File: src/usb_host_ctrl_cfg.svh
// Offsets, field positions, reset values and timing figures of the host control block
`ifndef USB_HOST_CTRL_CFG_SVH
`define USB_HOST_CTRL_CFG_SVH

`define SYS_CLK_MHZ 10
`define BUS_RESET_TIME_US 10000
`define RESUME_TIME_US 20000
`define FRAME_TIME_US 1000

`define ADDR_W 12
`define OFS_HOST_GENERAL_CONTROL 12'h400
`define OFS_HOST_GLOBAL_IRQ_FLAGS 12'h404
`define OFS_HOST_IRQ_FLAG_CLEAR 12'h408
`define OFS_HOST_IRQ_FLAG_SET 12'h40C
`define OFS_HOST_IRQ_ENABLES 12'h410
`define OFS_HOST_IRQ_ENABLE_CLEAR 12'h414
`define OFS_HOST_IRQ_ENABLE_SET 12'h418

`define CTRL_SPEED_LSB 12
`define CTRL_RESUME_BIT 10
`define CTRL_RESET_BIT 9
`define CTRL_FRAME_START_GEN_ENABLE_BIT 8
`define CTRL_MASK 32'h0000_3700
`define CTRL_RESET_VALUE 32'h0000_0000

`define SPEED_NORMAL 2'h0
`define SPEED_FULL_ONLY 2'h3

`define FLAG_WAKEUP_BIT 6
`define FLAG_SOF_BIT 5
`define FLAG_UP_RESUME_BIT 4
`define FLAG_RESUME_DONE_BIT 3
`define FLAG_RESET_SENT_BIT 2
`define FLAG_DISCONNECT_BIT 1
`define FLAG_CONNECT_BIT 0
`define FLAG_EVENT_MASK 32'h0000_007F
`define FLAG_PIPE_LSB 8
`define FLAG_DMA_LSB 25
`define FLAG_FORCE_MASK 32'hFE00_007F
`define ENABLE_MASK 32'hFE00_FF7F
`define FLAGS_RESET_VALUE 32'h0000_0000

`endif

File: src/usb_host_ctrl_pkg.sv
// Types shared by the host control block
package usb_host_ctrl_pkg;
   typedef enum logic [1:0] {
      LINE_IDLE,
      LINE_FRAMES,
      LINE_RESET,
      LINE_RESUME
   } line_state_e;
   typedef logic [31:0] word_t;
endpackage : usb_host_ctrl_pkg

File: src/line_timer_if.sv
// Start, abort and completion signals of one line timer
`timescale 1ns/1ps
`default_nettype none
interface line_timer_if;
   logic start;
   logic abort;
   logic busy;
   logic done;
   modport owner (output start, output abort, input busy, input done);
   modport timer (input start, input abort, output busy, output done);
endinterface : line_timer_if
`default_nettype wire

File: src/line_timer.sv
// Down counter that times one line activity
`timescale 1ns/1ps
`default_nettype none
module line_timer #(
   parameter int CYCLES = 16
) (
   input wire logic sys_clk,
   input wire logic rst_n,
   line_timer_if.timer tmr
);
   logic [31:0] count_reg;
   logic [31:0] count_next;
   logic busy_reg;
   logic busy_next;
   logic done_reg;
   logic done_next;
   wire logic last_tick = busy_reg && (count_reg == 32'h0000_0001);

   initial
   begin
      if (CYCLES < 1)
      begin
         $error("line_timer needs at least one cycle");
      end
   end

   // Start reloads, abort wins and ends without completion
   assign busy_next = !tmr.abort && (tmr.start || (busy_reg && !last_tick));
   assign done_next = !tmr.abort && !tmr.start && last_tick;
   assign count_next = tmr.start ? 32'(CYCLES) : (busy_reg ? count_reg - 32'h0000_0001 : count_reg);
   assign tmr.busy = busy_reg;
   assign tmr.done = done_reg;

   always_ff @(posedge sys_clk)
   begin
      if (!rst_n)
      begin
         count_reg <= 32'h0000_0000;
         busy_reg <= 1'b0;
         done_reg <= 1'b0;
      end
      else
      begin
         count_reg <= count_next;
         busy_reg <= busy_next;
         done_reg <= done_next;
      end
   end
endmodule : line_timer
`default_nettype wire

File: src/usb_host_bus_ctrl.sv
// Host general control and global interrupt flags of the USB host controller
//
// Function
// - Speed code 00: full speed, high after handshake
// - Code 11 stays full speed; 01/10 reserved
// - Writing resume one drives resume; zero ignored
// - Resume bit clears when done or reset
// - Reset bit drives bus reset, self-clears
// - Writing reset zero aborts a running reset
// - Frame enable emits frames or keep-alives
// - Reset request or upstream resume sets enable
// - Bits 31:25 mirror DMA channel interrupts
// - Bits 15:8 mirror pipe interrupts
// - Wake-up on suspend events or session request
// - Wake-up detection survives clock freeze
// - Frame flag set per frame, write clears
// - Upstream resume flag, cleared by software
// - Resume done flag, cleared by software
// - Reset sent flag, cleared by software
// - Disconnection flag, cleared by software
// - Connection flag, cleared by software
// - Clear register clears flags written one
// - Set register forces event and DMA flags written one
//
// The implementer's own choice: the strobed register port.
`timescale 1ns/1ps
`default_nettype none
`include "usb_host_ctrl_cfg.svh"
module usb_host_bus_ctrl
   import usb_host_ctrl_pkg::*;
#(
   parameter int RESET_CYCLES = `BUS_RESET_TIME_US * `SYS_CLK_MHZ,
   parameter int RESUME_CYCLES = `RESUME_TIME_US * `SYS_CLK_MHZ,
   parameter int FRAME_CYCLES = `FRAME_TIME_US * `SYS_CLK_MHZ,
   parameter int PIPES = 8,
   parameter int DMA_CHANNELS = 7
) (
   input wire logic sys_clk,
   input wire logic rst_n,
   input wire logic [`ADDR_W-1:0] reg_addr,
   input wire logic [31:0] reg_wdata,
   input wire logic reg_wr,
   input wire logic reg_rd,
   output logic [31:0] reg_rdata,
   input wire logic dev_connect_pin,
   input wire logic dev_disconnect_pin,
   input wire logic upstream_resume_pin,
   input wire logic session_request_pin,
   input wire logic hs_capable_pin,
   input wire logic low_speed_dev_pin,
   input wire logic bus_power_request,
   input wire logic clock_freeze_control,
   input wire logic [PIPES-1:0] pipe_irq_src,
   input wire logic [DMA_CHANNELS:1] dma_irq_src,
   output logic bus_reset_drive,
   output logic bus_resume_drive,
   output logic sof_token_strobe,
   output logic keepalive_strobe,
   output logic high_speed,
   output logic irq_out
);
   localparam int NPIN = 6;

   initial
   begin
      if (PIPES != 8 || DMA_CHANNELS != 7)
      begin
         $error("flag layout serves exactly 8 pipes and 7 DMA channels");
      end
   end

   // Pin synchroniser, two stages, then edge history
   logic [NPIN-1:0] pin_meta_reg;
   logic [NPIN-1:0] pin_sync_reg;
   logic [NPIN-1:0] pin_prev_reg;
   wire logic [NPIN-1:0] pin_raw = {low_speed_dev_pin, hs_capable_pin, session_request_pin,
                                    upstream_resume_pin, dev_disconnect_pin, dev_connect_pin};
   wire logic [NPIN-1:0] pin_rise = pin_sync_reg & ~pin_prev_reg;
   wire logic connect_ev = pin_rise[0];
   wire logic disconnect_ev = pin_rise[1];
   wire logic up_resume_ev = pin_rise[2];
   wire logic srp_ev = pin_rise[3];
   wire logic hs_capable = pin_sync_reg[4];
   wire logic low_speed_dev = pin_sync_reg[5];

   always_ff @(posedge sys_clk)
   begin
      if (!rst_n)
      begin
         pin_meta_reg <= '0;
         pin_sync_reg <= '0;
         pin_prev_reg <= '0;
      end
      else
      begin
         pin_meta_reg <= pin_raw;
         pin_sync_reg <= pin_meta_reg;
         pin_prev_reg <= pin_sync_reg;
      end
   end

   // Register decode
   wire logic wr_ctrl = reg_wr && (reg_addr == `OFS_HOST_GENERAL_CONTROL);
   wire logic wr_clr = reg_wr && (reg_addr == `OFS_HOST_IRQ_FLAG_CLEAR);
   wire logic wr_set = reg_wr && (reg_addr == `OFS_HOST_IRQ_FLAG_SET);
   wire logic wr_en_clr = reg_wr && (reg_addr == `OFS_HOST_IRQ_ENABLE_CLEAR);
   wire logic wr_en_set = reg_wr && (reg_addr == `OFS_HOST_IRQ_ENABLE_SET);
   wire word_t clr_bits = wr_clr ? reg_wdata : 32'h0000_0000;
   wire word_t set_bits = wr_set ? (reg_wdata & `FLAG_FORCE_MASK) : 32'h0000_0000;

   // Control register fields
   logic [1:0] speed_reg;
   logic resume_reg;
   logic reset_reg;
   logic frame_start_gen_enable_reg;
   logic [1:0] speed_next;
   logic resume_next;
   logic reset_next;
   logic frame_start_gen_enable_next;

   wire logic reset_req = wr_ctrl && reg_wdata[`CTRL_RESET_BIT];
   wire logic reset_abort = wr_ctrl && !reg_wdata[`CTRL_RESET_BIT] && reset_reg;
   wire logic resume_req = wr_ctrl && reg_wdata[`CTRL_RESUME_BIT] && !reset_req;

   // Line timers
   line_timer_if reset_tmr ();
   line_timer_if resume_tmr ();
   line_timer_if frame_tmr ();

   line_timer #(.CYCLES(RESET_CYCLES)) u_reset_timer (
      .sys_clk(sys_clk),
      .rst_n(rst_n),
      .tmr(reset_tmr)
   );
   line_timer #(.CYCLES(RESUME_CYCLES)) u_resume_timer (
      .sys_clk(sys_clk),
      .rst_n(rst_n),
      .tmr(resume_tmr)
   );
   line_timer #(.CYCLES(FRAME_CYCLES)) u_frame_timer (
      .sys_clk(sys_clk),
      .rst_n(rst_n),
      .tmr(frame_tmr)
   );

   // Line activity state machine
   line_state_e state_reg;
   line_state_e state_next;
   wire logic reset_done = (state_reg == LINE_RESET) && reset_tmr.done;
   wire logic resume_done = (state_reg == LINE_RESUME) && resume_tmr.done;

   always_comb
   begin
      state_next = state_reg;
      unique case (state_reg)
         LINE_IDLE, LINE_FRAMES:
         begin
            if (reset_req)
            begin
               state_next = LINE_RESET;
            end
            else if (resume_req && !resume_reg)
            begin
               state_next = LINE_RESUME;
            end
            else if (frame_start_gen_enable_next)
            begin
               state_next = LINE_FRAMES;
            end
            else
            begin
               state_next = LINE_IDLE;
            end
         end
         LINE_RESET:
         begin
            if (reset_abort)
            begin
               state_next = frame_start_gen_enable_next ? LINE_FRAMES : LINE_IDLE;
            end
            else if (reset_tmr.done)
            begin
               state_next = frame_start_gen_enable_next ? LINE_FRAMES : LINE_IDLE;
            end
         end
         LINE_RESUME:
         begin
            if (reset_req)
            begin
               state_next = LINE_RESET;
            end
            else if (resume_tmr.done)
            begin
               state_next = frame_start_gen_enable_next ? LINE_FRAMES : LINE_IDLE;
            end
         end
      endcase
   end

   // Timer commands follow state entry and exit
   assign reset_tmr.start = reset_req;
   assign reset_tmr.abort = reset_abort;
   assign resume_tmr.start = (state_reg != LINE_RESUME) && (state_next == LINE_RESUME);
   assign resume_tmr.abort = (state_reg == LINE_RESUME) && reset_req;
   assign frame_tmr.start = (state_next == LINE_FRAMES) && !clock_freeze_control
                            && ((state_reg != LINE_FRAMES) || frame_tmr.done
                                || !frame_tmr.busy);
   assign frame_tmr.abort = (state_next != LINE_FRAMES) || clock_freeze_control;

   wire logic frame_tick = (state_reg == LINE_FRAMES) && frame_tmr.done;

   // Control register next values
   assign speed_next = wr_ctrl ? reg_wdata[`CTRL_SPEED_LSB +: 2] : speed_reg;
   assign resume_next = (resume_reg || resume_tmr.start) && !resume_done && !reset_req;
   assign reset_next = (reset_reg || reset_req) && !reset_done && !reset_abort;
   assign frame_start_gen_enable_next = reset_req || up_resume_ev
                      || (wr_ctrl ? reg_wdata[`CTRL_FRAME_START_GEN_ENABLE_BIT] : frame_start_gen_enable_reg);

   // Speed chosen at the end of each completed reset
   logic high_speed_next;
   assign high_speed_next = reset_req ? 1'b0
                          : (reset_done ? ((speed_reg == `SPEED_NORMAL) && hs_capable)
                          : high_speed);

   always_ff @(posedge sys_clk)
   begin
      if (!rst_n)
      begin
         state_reg <= LINE_IDLE;
         speed_reg <= 2'h0;
         resume_reg <= 1'b0;
         reset_reg <= 1'b0;
         frame_start_gen_enable_reg <= 1'b0;
         high_speed <= 1'b0;
      end
      else
      begin
         state_reg <= state_next;
         speed_reg <= speed_next;
         resume_reg <= resume_next;
         reset_reg <= reset_next;
         frame_start_gen_enable_reg <= frame_start_gen_enable_next;
         high_speed <= high_speed_next;
      end
   end

   // Event flags, set wins over clear
   logic [6:0] event_reg;
   logic [6:0] event_next;
   logic [6:0] event_hw;
   wire logic wakeup_ev = (!frame_start_gen_enable_reg && (up_resume_ev || disconnect_ev))
                          || (!bus_power_request && srp_ev);

   always_comb
   begin
      event_hw = 7'h00;
      event_hw[`FLAG_WAKEUP_BIT] = wakeup_ev;
      event_hw[`FLAG_SOF_BIT] = frame_tick;
      event_hw[`FLAG_UP_RESUME_BIT] = up_resume_ev;
      event_hw[`FLAG_RESUME_DONE_BIT] = resume_done;
      event_hw[`FLAG_RESET_SENT_BIT] = reset_done;
      event_hw[`FLAG_DISCONNECT_BIT] = disconnect_ev;
      event_hw[`FLAG_CONNECT_BIT] = connect_ev;
   end

   assign event_next = (event_reg & ~clr_bits[6:0])
                       | event_hw | set_bits[6:0];

   // DMA flags follow their source, a forced bit holds until cleared
   logic [DMA_CHANNELS:1] dma_force_reg;
   logic [DMA_CHANNELS:1] dma_force_next;
   assign dma_force_next = (dma_force_reg & ~clr_bits[`FLAG_DMA_LSB +: DMA_CHANNELS])
                           | set_bits[`FLAG_DMA_LSB +: DMA_CHANNELS];
   wire logic [DMA_CHANNELS:1] dma_flag = dma_irq_src | dma_force_reg;
   wire logic [PIPES-1:0] pipe_flag = pipe_irq_src;

   wire word_t flags = {dma_flag, 9'h000, pipe_flag, 1'b0, event_reg};

   // Enables, set wins over clear
   word_t enable_reg;
   word_t enable_next;
   assign enable_next = ((enable_reg & ~(wr_en_clr ? reg_wdata : 32'h0000_0000))
                        | (wr_en_set ? reg_wdata : 32'h0000_0000)) & `ENABLE_MASK;

   wire logic irq_next = |(flags & enable_reg);

   // Line outputs
   wire logic reset_drive_next = (state_next == LINE_RESET);
   wire logic resume_drive_next = (state_next == LINE_RESUME);
   wire logic sof_next = frame_tick && !low_speed_dev;
   wire logic keepalive_next = frame_tick && low_speed_dev;

   // Read data
   wire word_t ctrl_view = {18'h00000, speed_reg, 1'b0, resume_reg, reset_reg, frame_start_gen_enable_reg, 8'h00};
   word_t read_mux;
   always_comb
   begin
      unique case (reg_addr)
         `OFS_HOST_GENERAL_CONTROL: read_mux = ctrl_view;
         `OFS_HOST_GLOBAL_IRQ_FLAGS: read_mux = flags;
         `OFS_HOST_IRQ_ENABLES: read_mux = enable_reg;
         default: read_mux = 32'h0000_0000;
      endcase
   end
   wire word_t rdata_next = reg_rd ? read_mux : 32'h0000_0000;

   always_ff @(posedge sys_clk)
   begin
      if (!rst_n)
      begin
         event_reg <= 7'h00;
         dma_force_reg <= '0;
         enable_reg <= 32'h0000_0000;
         irq_out <= 1'b0;
         reg_rdata <= 32'h0000_0000;
      end
      else
      begin
         event_reg <= event_next;
         dma_force_reg <= dma_force_next;
         enable_reg <= enable_next;
         irq_out <= irq_next;
         reg_rdata <= rdata_next;
      end
   end

   always_ff @(posedge sys_clk)
   begin
      if (!rst_n)
      begin
         bus_reset_drive <= 1'b0;
         bus_resume_drive <= 1'b0;
         sof_token_strobe <= 1'b0;
         keepalive_strobe <= 1'b0;
      end
      else
      begin
         bus_reset_drive <= reset_drive_next;
         bus_resume_drive <= resume_drive_next;
         sof_token_strobe <= sof_next;
         keepalive_strobe <= keepalive_next;
      end
   end
endmodule : usb_host_bus_ctrl
`default_nettype wire

File: config.mk
export PLATFORM = sky130hd
export DESIGN_NAME = usb_host_bus_ctrl
export DESIGN_NICKNAME = d
export VERILOG_FILES = /design/src/usb_host_ctrl_pkg.sv /design/src/line_timer_if.sv /design/src/line_timer.sv /design/src/usb_host_bus_ctrl.sv
export VERILOG_INCLUDE_DIRS = /design/src
export SDC_FILE = /design/constraint.sdc
export NUM_CORES = 1
export LEC_CHECK = 0
export ABC_AREA = 1
export BUFFER_PORTS_ARGS = -buffer_cell sky130_fd_sc_hd__buf_4
export CELL_PAD_IN_SITES_DETAIL_PLACEMENT = 1
export CELL_PAD_IN_SITES_GLOBAL_PLACEMENT = 1
export CORE_ASPECT_RATIO = 0.5
export CORE_MARGIN = 8
export CORE_UTILIZATION = 46
export DETAILED_ROUTE_END_ITERATION = 12
export MAX_ROUTING_LAYER = met4
export PLACE_DENSITY_LB_ADDON = 0.15
export SYNTH_ARGS = -nofsm -noshare
export SYNTH_HDL_FRONTEND = slang
export SYNTH_SLANG_ARGS = --single-unit
File: constraint.sdc
create_clock -name sys_clk -period 5.7 [get_ports sys_clk]
set_input_delay 0.57 -clock sys_clk [delete_from_list [all_inputs] [get_ports sys_clk]]
set_output_delay 0.57 -clock sys_clk [all_outputs]
set_load 0.01 [all_outputs]
-- Word-level counts from Yosys, hierarchy flattened
Cells that the tools add are included.
- bitwise logic cells: 15
- multiplexer cells: 20
- reduce and logical (&&, ||, !) cells: 83
- eq/ne operators: 19
- add/subtract/negate cells: 3
- operators by type and width (kind ; number):
    $mux W32 ; 4
    $eq A32 B1 Y1 const B ; 3
    $pmux W32 S3 ; 1
    $sub A32 B1 Y32 const B ; 3
    $eq A12 B11 Y1 const B ; 7
    $and A32 B32 Y32 ; 2
    $logic_and A1 B1 Y1 ; 42
    $mux W18 ; 2
    $mux W17 ; 2
    $not A32 Y32 ; 1
    $or A32 B32 Y32 ; 1
    $reduce_or A32 Y1 ; 1
    $mux W14 ; 2
    $or A7 B7 Y7 ; 4
    $logic_not A1 Y1 ; 18
    $and A7 B7 Y7 ; 2
    $not A7 Y7 ; 2
    $logic_or A1 B1 Y1 ; 12
    $mux W2 ; 6
    $eq A2 B2 Y1 const B ; 4
    $reduce_or A2 Y1 ; 4
    $pmux W2 S3 ; 1
    $reduce_bool A2 Y1 ; 3
    $and A4 B4 Y4 ; 1
    other kinds (8) ; 12
- register bits: 209
- input port bits: 71
- logic and storage cells: 171

-- Logic depth before layout (Yosys ltp)
Gate-level depths: netlist of the first run.
- depth in word-level cells: 15
- mapped depth: 17

-- Hierarchy
From an unflattened synthesis of the first run, not the netlist that was laid out.
- cell total of the unflattened synthesis: 1453
- area, all modules: 9646.8 um^2
- by module, submodules not included (module ; seq. area each (um^2) ; times used ; cells an instance ; area each (um^2)):
    usb_host_bus_ctrl ; 1741.7 ; 1 ; 507 ; 3692.3
    line_timer at u_reset_timer ; 680.7 ; 1 ; 326 ; 2020.7
    line_timer at u_frame_timer ; 680.7 ; 1 ; 309 ; 2010.7
    line_timer at u_resume_timer ; 680.7 ; 1 ; 311 ; 1923.1

-- Worst setup path before layout of the first run
No wires, ideal clock.
- path kind: input-to-reg
- start point: input reg_addr[1]
- end point: register u_frame_timer.count_reg[23]
- path slack: 3.596 ns
- library setup time: 0.121 ns
- stages: 15
- arrival time: 1.983 ns
- path buffers: 1
- required time: 5.579 ns
- cells stage by stage: nor2_1 -> nand2_1 -> nor2_4 -> nand2_4 -> nor2_4 -> nand2_2 -> nand2_1 -> o21ai_1 -> nand2_2 -> nand2_4 -> nor2_4 -> nand3_4 -> nand2_8 -> buf_12 -> nor2_4
- longest elaborated chain between the ends: 13
- elaborated cells between the ends (all ways): 24
- those cells by class: eq/ne: 2; mux: 9; reduce/logical: 13
- ends and longest elaborated chain (what ; RTL line ; RTL):
    start, declared ; usb_host_bus_ctrl.sv:40 ; input wire logic [`ADDR_W-1:0] reg_addr,
    $eq A12 B11 Y1 (*) ; - ;
    $logic_and A1 B1 Y1 (*) ; usb_host_bus_ctrl.sv:103 ; wire logic wr_ctrl = reg_wr && (reg_addr == `OFS_HOST_GENERAL_CONTROL);
    $logic_and A1 B1 Y1 ; usb_host_bus_ctrl.sv:121 ; wire logic reset_req = wr_ctrl && reg_wdata[`CTRL_RESET_BIT];
    $logic_or A1 B1 Y1 / $logic_not A1 Y1 (equally long branches) ; usb_host_bus_ctrl.sv:216, usb_host_bus_ctrl.sv:123 ;
    $logic_or A1 B1 Y1 / $logic_and A1 B1 Y1 (equally long branches) ; usb_host_bus_ctrl.sv:216, usb_host_bus_ctrl.sv:123 ;
    $mux W1 / $logic_and A1 B1 Y1 (equally long branches) ; - ;
    $mux W2, on equally long branches ; usb_host_bus_ctrl.sv:192, usb_host_bus_ctrl.sv:162, usb_host_bus_ctrl.sv:181 ;
    $mux W2, on equally long branches ; usb_host_bus_ctrl.sv:188, usb_host_bus_ctrl.sv:158, usb_host_bus_ctrl.sv:177 ;
    $pmux W2 S3 (*) ; usb_host_bus_ctrl.sv:155 ; unique case (state_reg)
    $eq A2 B1 Y1 (*) ; usb_host_bus_ctrl.sv:205 ; assign frame_tmr.start = (state_next == LINE_FRAMES) && !clock_freeze_control
    $logic_and A1 B1 Y1 (*) ; usb_host_bus_ctrl.sv:205 ;
    $logic_and A1 B1 Y1 (*) ; usb_host_bus_ctrl.sv:206 ; && ((state_reg != LINE_FRAMES) || frame_tmr.done
    $reduce_or A2 Y1 (no line) (*) ; - ;
    end signal, assigned ; line_timer.sv:44 ; count_reg <= count_next;
    end, declared ; line_timer.sv:11 ; logic [31:0] count_reg;
Every way passes the cells marked *; elsewhere a longest branch is shown, timed or not.
A chain may end at the register's enable or synchronous reset.

-- Final worst setup path of the first run
- start point: input reg_addr[1]
- end point: register u_resume_timer.count_reg[28]
- longest elaborated chain between the ends: 12
- elaborated cells between the ends (all ways): 23
- those cells by class: eq/ne: 2; mux: 9; reduce/logical: 12
- ends and longest elaborated chain (what ; RTL line ; RTL):
    $eq A12 B11 Y1 (*) ; - ;
    $logic_and A1 B1 Y1 (*) ; usb_host_bus_ctrl.sv:103 ;
    $logic_and A1 B1 Y1 ; usb_host_bus_ctrl.sv:121 ;
    $logic_or A1 B1 Y1 / $logic_not A1 Y1 (equally long branches) ; usb_host_bus_ctrl.sv:216, usb_host_bus_ctrl.sv:123 ;
    $logic_or A1 B1 Y1 / $logic_and A1 B1 Y1 (equally long branches) ; usb_host_bus_ctrl.sv:216, usb_host_bus_ctrl.sv:123 ;
    $mux W1 / $logic_and A1 B1 Y1 (equally long branches) ; - ;
    $mux W2, on equally long branches ; usb_host_bus_ctrl.sv:192, usb_host_bus_ctrl.sv:162, usb_host_bus_ctrl.sv:181 ;
    $mux W2, on equally long branches ; usb_host_bus_ctrl.sv:188, usb_host_bus_ctrl.sv:158, usb_host_bus_ctrl.sv:177 ;
    $pmux W2 S3 (*) ; usb_host_bus_ctrl.sv:155 ;
    $eq A2 B2 Y1 (*) ; usb_host_bus_ctrl.sv:203 ; assign resume_tmr.start = (state_reg != LINE_RESUME) && (state_next == LINE_RESUME);
    $logic_and A1 B1 Y1 (*) ; usb_host_bus_ctrl.sv:203 ;
    $reduce_or A2 Y1 (no line) (*) ; - ;
    end signal, assigned ; line_timer.sv:44 ;
    end, declared ; line_timer.sv:11 ;
Marked as above.

==> results.md, run 1 <==
* Root buf cell: clkbuf_16
* Unrepaired setup endpoints after global routing: no
* Final nets at between 1000 and 1500
* Outcome: complete, no violations
* Count of cell types in the netlist at between 40 and 50
* Final HPWL DP at ~18000 um
* Fraction of registers with async set/reset at 0%
* IO Port Bufs at between 80 and 90
* Area delta synth->final at 16.4%
* Clock Tree Buf Depth at 2
* Yosys reg bits at approximately 190
* Largest net degree at the start of global routing at 53
* Synth area leaders: dfxtp_1 (42%), nand2_1 (7.8%), nor2_1 (6.9%), inv_1 (6.2%), nor2_4 (5.3%)
* Leading area contributor after synthesis: dfxtp_1
* Global-route wire length before repair at around 41000 um
* Worst-path maximum fanout at 26
* Synth warn at 0
* Endpoint class of the critical path: register
* CTS tree: built
* Post-synth EDFFs at 0
* First-pass iteration count of the detailed router at 5
* Most frequent cells in the layout: nand2_1 (189), dfxtp_1 (189), nor2_1 (167)
* Final Cycle Share at approximately 44%
* Number of core rows at 36
* Drt first-iter violations at about 410
* P_leak at ~4.4 nW
* Antenna Nets Post-Route at 0
* Final Max Slew Viols at 0
* Worst slew margin at about 33%
* Cell count after synthesis at ~1200
* Final Hold Vio Count at 0
* Share of cells above drive strength 1 at between 10% and 20%
* Die Height at 115 um
* Final setup fails at 0
* Core Area at approximately 0.019 mm^2
* CP arrival at roughly 2.8 ns
* CP most frequent cell: nand2_1
* CP peak stage delay at between 0.5 and 0.6 ns
* CTS resizes at 0
* Top Family by Delay on Critical Path: simple AND/OR/NAND/NOR gates
* Fin util at between 50 and 60%
* Power Density at about 280 mW/mm^2
* Initial Util at 46.8%
* CP Buf/Inv Count at 2
* Num Clock Sinks at 189
* Min Tclk post-route at around 2.5 ns
* Fmax achieved at about 400 MHz
* Hold Path Class: input port to register
* Latest clock arrival within the worst-skew pair at about 0.45 ns
* Worst-path cell chain: buf_4, nor2_1, nand2_1, nor2_4, nand3_2, nand2_2, nor2_2, nand2_1, nand2_1, nand2_2, nand2_4, inv_2, nand3_4, nand2_4, nor2_1
* Via Count at 7806
* Vias in the first global route at between 8000 and 9000
* H-tree lvl count at 4
* Vias per cell at between 5 and 6
* Die X at around 210 um
* Setup TNS at 0 ns
* Die area at between 0.02 and 0.025 mm^2
* Peak VDD IR at ~0.18 mV
* # hold bufs at CTS at 0
* # DRC at 0
* Req. time, crit path at 6.01 ns
* Total power at 0.00292 W
* Max Cap Viol at 0
* Crit Path Class: input port to register
* Diode count at 0
* Fin cells at about 1500
* Post-Route WL at about 25000 um
* Post-CTS setup buffer count at 0
* Initial antenna violation count at 0
* Startpoint Class: input port
* Ys flop type: dfxtp_1
* IO Pins at roughly 110
* GRT overflow at 0
* Sequential cell area fraction in the yosys report at 41.6%
* Max stage delay cell, worst path: nand2_4
* Synth top area share at around two fifths
* Worst slew pin tran at between 1 and 1.5 ns
* Clk pin slew, worst setup/hold paths at about 0.070 ns
* Syn avg cell area at 7.74 um^2
* All-Layer GR Usage at around a fifth
* Post-synthesis cell area at slightly above 0.009 mm^2
* Layout Skew at around 0.011 ns
* CTS buffer count at 17
* Routability cong. at 0.853
* Avg WL per Cell at around 16 um
* Post-Place Cells at 1504
-- cell usage after synthesis (2+ instances only) --
master / number
xnor2_1: 29
or2_2: 12
and3_1: 2
nand3b_1: 2
o22ai_1: 2
nor2_1: 167
inv_1: 150
a22o_1: 2
buf_12: 4
nor2_4: 43
dfxtp_1: 189
nand3_2: 3
nand2_4: 5
clkbuf_1: 21
nand3_1: 39
nor3_1: 23
nand2_1: 189
nor2_2: 6
nand2_2: 10
buf_4: 10
nor3b_1: 2
a21oi_1: 72
ha_1: 6
xor2_1: 41
nand4_1: 23
inv_2: 3
buf_6: 2
o21ai_0: 58
clkinv_2: 2
a221oi_1: 2
a31oi_1: 15
nor4_1: 12
nor3_2: 9
nand3_4: 4
-- report_power, final --
part           total, W  internal (W)  switching (W)
registers       0.00135       0.00134      0.0000142
clock network   0.00138      0.000835       0.000542
logic          0.000187     0.0000669       0.000120
total           0.00292       0.00224       0.000677
-- through the flow --
| stage | setup slack [ns] | hold WS (ns) | instance area (um^2) |
|---|---|---|---|
| after floorplan | 3.60 | 0.390 | 9120 |
| after global placement | 2.80 | 0.396 | 9910 |
| after detailed placement | 2.68 | 0.405 | 9910 |
| after CTS | 3.15 | 0.294 | 10600 |
| after global routing | 2.90 | 0.315 | 10600 |
| final | 3.19 | 0.306 | 10600 |
-- metal layers --
layer  vias up  wire (um)  track usage, %
met5         -          0               -
met4         0        339            7.09
met3        25        915            3.70
met2       127      11900            35.8
met1      3775      11600            25.1
li1       3879          -               -
-- worst paths after layout --
path / from / end / cells after the start / slack [ns]
worst max-delay path: reg_addr[1] / u_resume_timer.count_reg[28]$_SDFFE_PP0P_ / 15 / 3.19
worst min-delay path: session_request_pin / pin_meta_reg[3]$_SDFF_PN0_ / 3 / 0.31
worst max register to register: u_reset_timer.count_reg[1]$_SDFFE_PP0P_ / u_reset_timer.count_reg[26]$_SDFFE_PP0P_ / 11 / 3.28
worst min register to register: pin_sync_reg[5]$_SDFF_PN0_ / sof_token_strobe$_SDFF_PN0_ / 1 / 0.42
-- worst register-to-register path: cells and delay by family, from the launching register on --
kind | cells | cell delay (ns)
flip-flops | 1 | 0.33
AND/OR/NAND/NOR | 8 | 1.51
buffers and inverters | 1 | 0.10
adder cells (fa/ha/maj) | 1 | 0.16
XOR/XNOR | 1 | 0.16
-- kinds of logic after synthesis --
group           synth area share (%)
xor+xnor                        6.74
simple gates                    32.2
buf+inv                         9.25
flops                           41.6
compound gates                  9.31
other cells                   0.0413
fa+ha+maj                      0.826
-- area by class of cell --
type | count | area [um^2]
clock buffers | 18 | 439
well taps | 266 | 333
repair buffers | 92 | 691
multi-input cells | 802 | 4520
fillers | 2447 | 8830
clock inverters | 13 | 235
flip-flops and latches | 189 | 3780
inverters | 155 | 584
Note: power is estimated with default switching activity, not from simulation.
==> run 2: changes to the inputs <==
ABC_AREA = 0   (was 1)
CORE_UTILIZATION = 39   (was 46)
clock period = 2.1 ns   (was 5.7 ns; I/O delays follow)
==> run 2 against run 1 <==
Effect of this change: the run now ends with setup timing left; via count down 8.8%; clock skew fell by 0.0042 ns; sequential share of layout area fell by 0.34 points; die area up 4.4%; synthesized cell count is 22% lower; critical path depth shrank 9; highest routed layer unchanged.
==> results.md, run 2 <==
* P_leak at 4.07 nW (was 4.45 nW)
* Yosys reg bits at 189 (unchanged)
* CTS buffer count at 17 (unchanged)
* Most numerous cell in the Yosys netlist: dfxtp_1
* Latest clock arrival within the worst-skew pair at 0.43 ns (was 0.45 ns)
* Sequential cell area fraction in the yosys report at 46.8% (was 41.6%)
* IO Port Bufs at 88 (unchanged)
* First-pass iteration count of the detailed router at 4 (was 5)
* Die area at 0.0259 mm^2 (was 0.0248 mm^2)
* Multiplexer share of the synthesized area at 1.31% (was 0%)
* Root buf cell: clkbuf_16 (unchanged)
* Avg WL per Cell at 16.8 um (was 16.2 um)
* Final setup fails at 20 (was 0)
* Final Max Slew Viols at 0 (unchanged)
* Global-route wire length before repair at 38500 um (was 41100 um)
* Max Cap Viol at 0 (unchanged)
* Worst-path cell chain: or4_4, or4_4, or2_4, nand3b_1, nand2_1, a21oi_1 (was buf_4, nor2_1, nand2_1, nor2_4, nand3_2, nand2_2, nor2_2, nand2_1, nand2_1, nand2_2, nand2_4, inv_2, nand3_4, nand2_4, nor2_1)
* Startpoint Class: register (was input port)
* Routability cong. at 0.772 (was 0.853)
* IO Pins at 109 (unchanged)
* Synth area leaders: dfxtp_1 (47%), nor2_1 (6.6%), xnor2_1 (6.2%), a22oi_1 (4.5%), nand2_1 (4.1%) (was dfxtp_1 (42%), nand2_1 (7.8%), nor2_1 (6.9%), inv_1 (6.2%), nor2_4 (5.3%))
* Largest family of logic cells by synthesized area: simple AND/OR/NAND/NOR gates (unchanged)
* Largest net degree at the start of global routing at 44 (was 53)
* Final HPWL DP at 16400 um (was 18300 um)
* Post-Route WL at 23200 um (was 24800 um)
* Clock Tree Buf Depth at 2 (unchanged)
* Commonest non-fill, non-tap cell in the layout: dfxtp_1
* Top Family by Delay on Critical Path: simple AND/OR/NAND/NOR gates (unchanged)
* Min Tclk post-route at 2.29 ns
* # DRC at 0 (unchanged)
* Final Cycle Share at 109%
* Drt first-iter violations at 391 (was 405)
* Vias per cell at 5.18 (was 5.09)
* Antenna Nets Post-Route at 0 (unchanged)
* Count of cell types in the netlist at 61 (was 49)
* Fmax achieved at between 400 and 500 MHz
* Final nets at 1170 (was 1334)
* Share of cells above drive strength 1 at 26.7% (was 18.1%)
* Hold Path Class: input port to register (unchanged)
* Synth warn at 0 (unchanged)
* Synth top area share at 46.8% (was 41.6%)
* Leading area contributor after synthesis: dfxtp_1 (unchanged)
* Die X at 220 um (was 215 um)
* Area delta synth->final at 32.2% (was 16.4%)
* Simple-Gate Fraction of Synth Area at 26.7% (was 32.2%)
* CTS tree: built (unchanged)
* Syn avg cell area at 8.78 um^2 (was 7.74 um^2)
* Clk pin slew, worst setup/hold paths at 0.07 ns (about the same)
* Layout Skew at 0.00723 ns (was 0.0114 ns)
* Final Hold Vio Count at 0 (unchanged)
* Final worst slack at -0.186 ns (was 3.19 ns)
* H-tree lvl count at 4 (unchanged)
* Endpoint class of the critical path: register (unchanged)
* Synth Area in Compound Gates at 11.0% (was 9.30%)
* Diode count at 0 (unchanged)
* Core Area at 0.0205 mm^2 (was 0.0194 mm^2)
* Most frequent cells in the layout: dfxtp_1 (186), buf_4 (177), nor2_1 (137) (was nand2_1 (189), dfxtp_1 (189), nor2_1 (167))
* Crit Path Class: register to register (was input port to register)
* Worst slew pin tran at 0.495 ns (was 1.00 ns)
* Post-Place Cells at 1335 (was 1504)
* Failing checks: setup timing
* Initial antenna violation count at 0 (unchanged)
* Cell count after synthesis at 921 (was 1174)
* CP most frequent cell: or4_4 (was nand2_1)
* CP Buf/Inv Count at 0 (was 2)
* Outcome: finished with violations (was complete, no violations)
* CP peak stage delay at 0.57 ns (was 0.53 ns)
* Num Clock Sinks at 189 (unchanged)
* Xor and xnor area share after synthesis at 9.31% (was 6.74%)
* Adder-cell share of the synthesized area at 0.928% (was 0.826%)
* Max stage delay cell, worst path: or4_4 (was nand2_4)
* Via Count at 7121 (was 7806)
* GRT overflow at 0 (unchanged)
* Number of core rows at 37 (was 36)
* Worst slew margin at 66.7% (was 33.1%)
* Unrepaired setup endpoints after global routing: yes (was no)
* Initial Util at 39.5% (was 46.8%)
* Fin cells at 1376 (was 1535)
* Fraction of registers with async set/reset at 0% (unchanged)
* Req. time, crit path at 2.40 ns (was 6.01 ns)
* Worst-path maximum fanout at 6 (was 26)
* Peak VDD IR at 0.388 mV (was 0.176 mV)
* Vias in the first global route at 7628 (was 8329)
* Ys flop type: dfxtp_1 (unchanged)
* Post-synth EDFFs at 0 (unchanged)
* All-Layer GR Usage at 18.6% (was 21.0%)
* Power Density at 697 mW/mm^2 (was 276 mW/mm^2)
* CP arrival at 2.59 ns (was 2.81 ns)
* List of most frequent post-synthesis cells: dfxtp_1 (189), nor2_1 (142), nand2_1 (89) (was dfxtp_1 (189), nand2_1 (189), nor2_1 (167))
* Fin util at 52.3% (was 54.5%)
* Post-synthesis cell area at 0.00809 mm^2 (was 0.00909 mm^2)
* Die Height at 118 um (was 115 um)
[run 2: report_power, final]
part / internal [W] / total, W / switching, W
registers: 0.00363 / 0.00366 / 0.0000297
logic: 0.000271 / 0.000559 / 0.000288
clock network: 0.00186 / 0.00324 / 0.00137
total: 0.00576 / 0.00745 / 0.00169
[run 2: worst reg2reg max path, delay by kind of cell (launching register included)]
kind	cells	cell delay [ns]
and+or+nand+nor	5	1.77
AOI/OAI and AO/OA	1	0.07
DFF	1	0.33
[run 2: cell type report]
| class | instances | area, um^2 |
|---|---|---|
| well taps | 273 | 342 |
| flip-flops and latches | 189 | 3790 |
| repair buffers | 197 | 1610 |
| multi-input cells | 672 | 4330 |
| fillers | 2386 | 9770 |
| clock inverters | 6 | 86.3 |
| clock buffers | 23 | 488 |
| inverters | 16 | 60.1 |
[run 2: routing by layer]
| metal | track usage [%] | wire (um) |
|---|---|---|
| met2 | 30.2 | 11000 |
| met4 | 5.40 | 339 |
| met3 | 3.95 | 897 |
| met5 | - | 0 |
| met1 | 23.0 | 10900 |
[run 2: stage by stage]
stage	area (um^2)	power, W	setup slack, ns	hold slack, ns	setup TNS (ns)
floorplan	8160	0.00399	-0.0334	0.287	-0.0348
global placement	9730	0.00423	-0.320	0.388	-19.25
detailed placement	9730	0.00424	-0.417	0.394	-28.30
CTS	10500	0.00753	-0.143	0.0187	-1.48
global route	10700	0.00772	-0.238	0.0449	-3.52
finish	10700	0.00745	-0.186	0.0349	-1.61
[run 2: path summary, 6_finish.rpt]
check | slack [ns] | start | endpoint | depth (start not counted)
hold / removal | 0.03 | reg_wdata[11] | enable_reg[11]$_SDFF_PN0_ | 3
hold reg to reg | 0.40 | pin_sync_reg[5]$_SDFF_PN0_ | sof_token_strobe$_SDFF_PN0_ | 1
setup reg to reg | -0.19 | u_resume_timer.count_reg[7]$_SDFFE_PP0P_ | u_resume_timer.tmr.busy$_SDFF_PN0_ | 6
setup / recovery | -0.19 | u_resume_timer.count_reg[7]$_SDFFE_PP0P_ | u_resume_timer.tmr.busy$_SDFF_PN0_ | 6
[run 2: cell families (layout without fill, tap and decap cells)]
logic type,count (synthesis),count (layout)
mux,10,10
compound gates,134,134
fa+ha+maj,6,6
xor+xnor,86,86
flops,189,189
buf+inv,69,242
simple gates,426,426
other cells,1,10
[run 2: what timing repair did]
| item | CTS | global route |
|---|---|---|
| setup buffers | 2 | 3 |
| resized for setup | 23 | 37 |
| endpoints found under the setup margin | 31 | 78 |
| hold endpoints to repair | 8 | 0 |
| pin swaps | 3 | 13 |
| hold buffers | 7 | 0 |
==> run 3: changes to the inputs <==
PLACE_DENSITY_LB_ADDON = 0.12   (was 0.15)
==> run 3 against run 2 <==
Effect of this change: the flow still finishes with violations (setup timing); critical path depth unchanged; worst setup slack better by 0.046 ns; sequential power about the same; global-route usage down 0.17 points; count of clock-buffer cells in the layout down 1; power up 3.9%; final area up 2.0%; via count up 1.1%.
==> results.md, run 3 (synthesis results as in run 2) <==
* Outcome: finished with violations (unchanged)
* Failing checks: setup timing (unchanged)
* Die area at 0.0259 mm^2 (unchanged)
* Share of cells above drive strength 1 at 28.1% (was 26.7%)
* # fillers at 2351 (was 2386)
* CTS tree: built (unchanged)
* Area of the multi-input gates at 0.00442 mm^2 (was 0.00433 mm^2)
* Setup TNS at -2.13 ns (was -1.61 ns)
* Vias per cell at 5.21 (was 5.18)
* Global-route wire length before repair at 38100 um (was 38500 um)
* Root buf cell: clkbuf_16 (unchanged)
* Hold Path Class: input port to register (unchanged)
* Hold Path Cell Cnt at 3 (unchanged)
* Vias in the first global route at 7560 (was 7628)
* Peak VDD IR at 0.433 mV (was 0.388 mV)
* Hold Slack at 0.0363 ns (was 0.0349 ns)
* Worst-path maximum fanout at 6 (unchanged)
* FF+latch area at 0.00379 mm^2 (about the same)
* Most frequent cells in the layout: dfxtp_1 (185), buf_4 (179), nor2_1 (137) (was dfxtp_1 (186), buf_4 (177), nor2_1 (137))
* Routability cong. at 0.792 (was 0.772)
* Post-route cell area at 0.0109 mm^2 (was 0.0107 mm^2)
* Unrepaired setup endpoints after global routing: yes (unchanged)
* Final Cycle Share at 107% (was 109%)
* Startpoint Class: register (unchanged)
* Req. time, crit path at 2.42 ns (was 2.40 ns)
* DP Worst Slack at -0.412 ns (was -0.417 ns)
* IO Pins at 109 (unchanged)
* All-Layer GR Usage at 18.4% (was 18.6%)
* Final Max Slew Viols at 0 (unchanged)
* Via Count at 7201 (was 7121)
* Latest clock arrival within the worst-skew pair at 0.44 ns (was 0.43 ns)
* IO Port Bufs at 88 (unchanged)
* First-pass iteration count of the detailed router at 5 (was 4)
* Initial antenna violation count at 0 (unchanged)
* Crit Path Class: register to register (unchanged)
* Diode count at 0 (unchanged)
* Endpoint class of the critical path: register (unchanged)
* Placed inst area at 0.00976 mm^2 (was 0.00973 mm^2)
* Final worst slack at -0.141 ns (was -0.186 ns)
* Layout Skew at 0.00778 ns (was 0.00723 ns)
* CTS buffer count at 17 (unchanged)
* Drt first-iter violations at 439 (was 391)
* Final Hold Vio Count at 0 (unchanged)
* Number of core rows at 37 (unchanged)
* Clock Tree Buf Depth at 2 (unchanged)
* Initial Util at 39.5% (unchanged)
* Die Height at 118 um (unchanged)
* # DRC at 0 (unchanged)
* Worst Reg-to-Reg Cells at 6 (unchanged)
* Commonest non-fill, non-tap cell in the layout: dfxtp_1 (unchanged)
* Antenna Nets Post-Route at 0 (unchanged)
* Clk pin slew, worst setup/hold paths at 0.07 ns (about the same)
* Largest net degree at the start of global routing at 41 (was 44)
* GRT overflow at 0 (unchanged)
* Final nets at 1174 (was 1170)
* Fmax achieved at 446 MHz (was 437 MHz)
* Final HPWL DP at 16500 um (was 16400 um)
* P_leak at 4.15 nW (was 4.07 nW)
* Num Clock Sinks at 189 (unchanged)
* Max Cap Viol at 0 (unchanged)
* H-tree lvl count at 4 (unchanged)
* Power Density at 710 mW/mm^2 (was 697 mW/mm^2)
* CP arrival at 2.56 ns (was 2.59 ns)
* Core Area at 0.0205 mm^2 (unchanged)
* Post-Route WL at 23500 um (was 23200 um)
* Min Tclk post-route at 2.24 ns (was 2.29 ns)
* Avg WL per Cell at 17.0 um (was 16.8 um)
* Final setup fails at 32 (was 20)
* Die X at 220 um (unchanged)
* Area delta synth->final at 34.8% (was 32.2%)
-- run 3: path summary, 6_finish.rpt --
kind | startpoint | endpoint | slack (ns)
worst max-delay path | u_resume_timer.count_reg[11]$_SDFFE_PN0P_ | u_resume_timer.count_reg[20]$_SDFFE_PP0P_ | -0.14
worst min-delay path | reg_wdata[11] | enable_reg[11]$_SDFF_PN0_ | 0.04
worst max register to register | u_resume_timer.count_reg[11]$_SDFFE_PN0P_ | u_resume_timer.count_reg[20]$_SDFFE_PP0P_ | -0.14
worst min register to register | pin_sync_reg[5]$_SDFF_PN0_ | sof_token_strobe$_SDFF_PN0_ | 0.40
-- run 3: metal layers --
| layer | wire, um | vias to the layer above | share of wire (%) | track usage [%] |
|---|---|---|---|---|
| met5 | 0 | - | 0 | - |
| met4 | 256 | 0 | 1.1 | 4.95 |
| met3 | 1040 | 18 | 4.4 | 3.80 |
| met2 | 11300 | 124 | 48 | 29.7 |
| met1 | 10800 | 3529 | 46 | 23.2 |
| li1 | - | 3530 | - | - |
-- run 3: where the power goes --
group	total, W	internal (W)	switching, W
logic	0.000594	0.000291	0.000303
clock network	0.00349	0.00209	0.00140
registers	0.00366	0.00363	0.0000329
total	0.00774	0.00601	0.00173
-- run 3: timing repair --
action,4_1_cts,5_1_grt
resized for setup,23,53
endpoints found under the setup margin,33,67
hold endpoints to repair,8,0
cloned,0,0
setup buffers,2,6
pin swaps,11,17
hold buffers,7,0
-- run 3: critical path: stages, from the launching register on --
cell and delay, ns:
dfxtp_2 0.32, or4_4 0.52, or4_4 0.59, or2_4 0.31, nor4_4 0.16, xnor2_1 0.17
nor3_2 0.05
-- run 3: through the flow --
step                      power, W  instances  utilization (%)
after global placement     0.00422       1336             47.7
after detailed placement   0.00424       1336             47.7
after global routing       0.00803       1383             53.3
after CTS                  0.00777       1377             51.8
after floorplan            0.00399        930                -
final                      0.00774       1383             53.3
-- run 3: final cells by class --
cell class	instances	area share, %
multi-input cells	672	40.5
flip-flops and latches	189	34.7
repair buffers	201	15.2
clock buffers	22	4.35
well taps	273	3.13
clock inverters	10	1.47
inverters	16	0.551
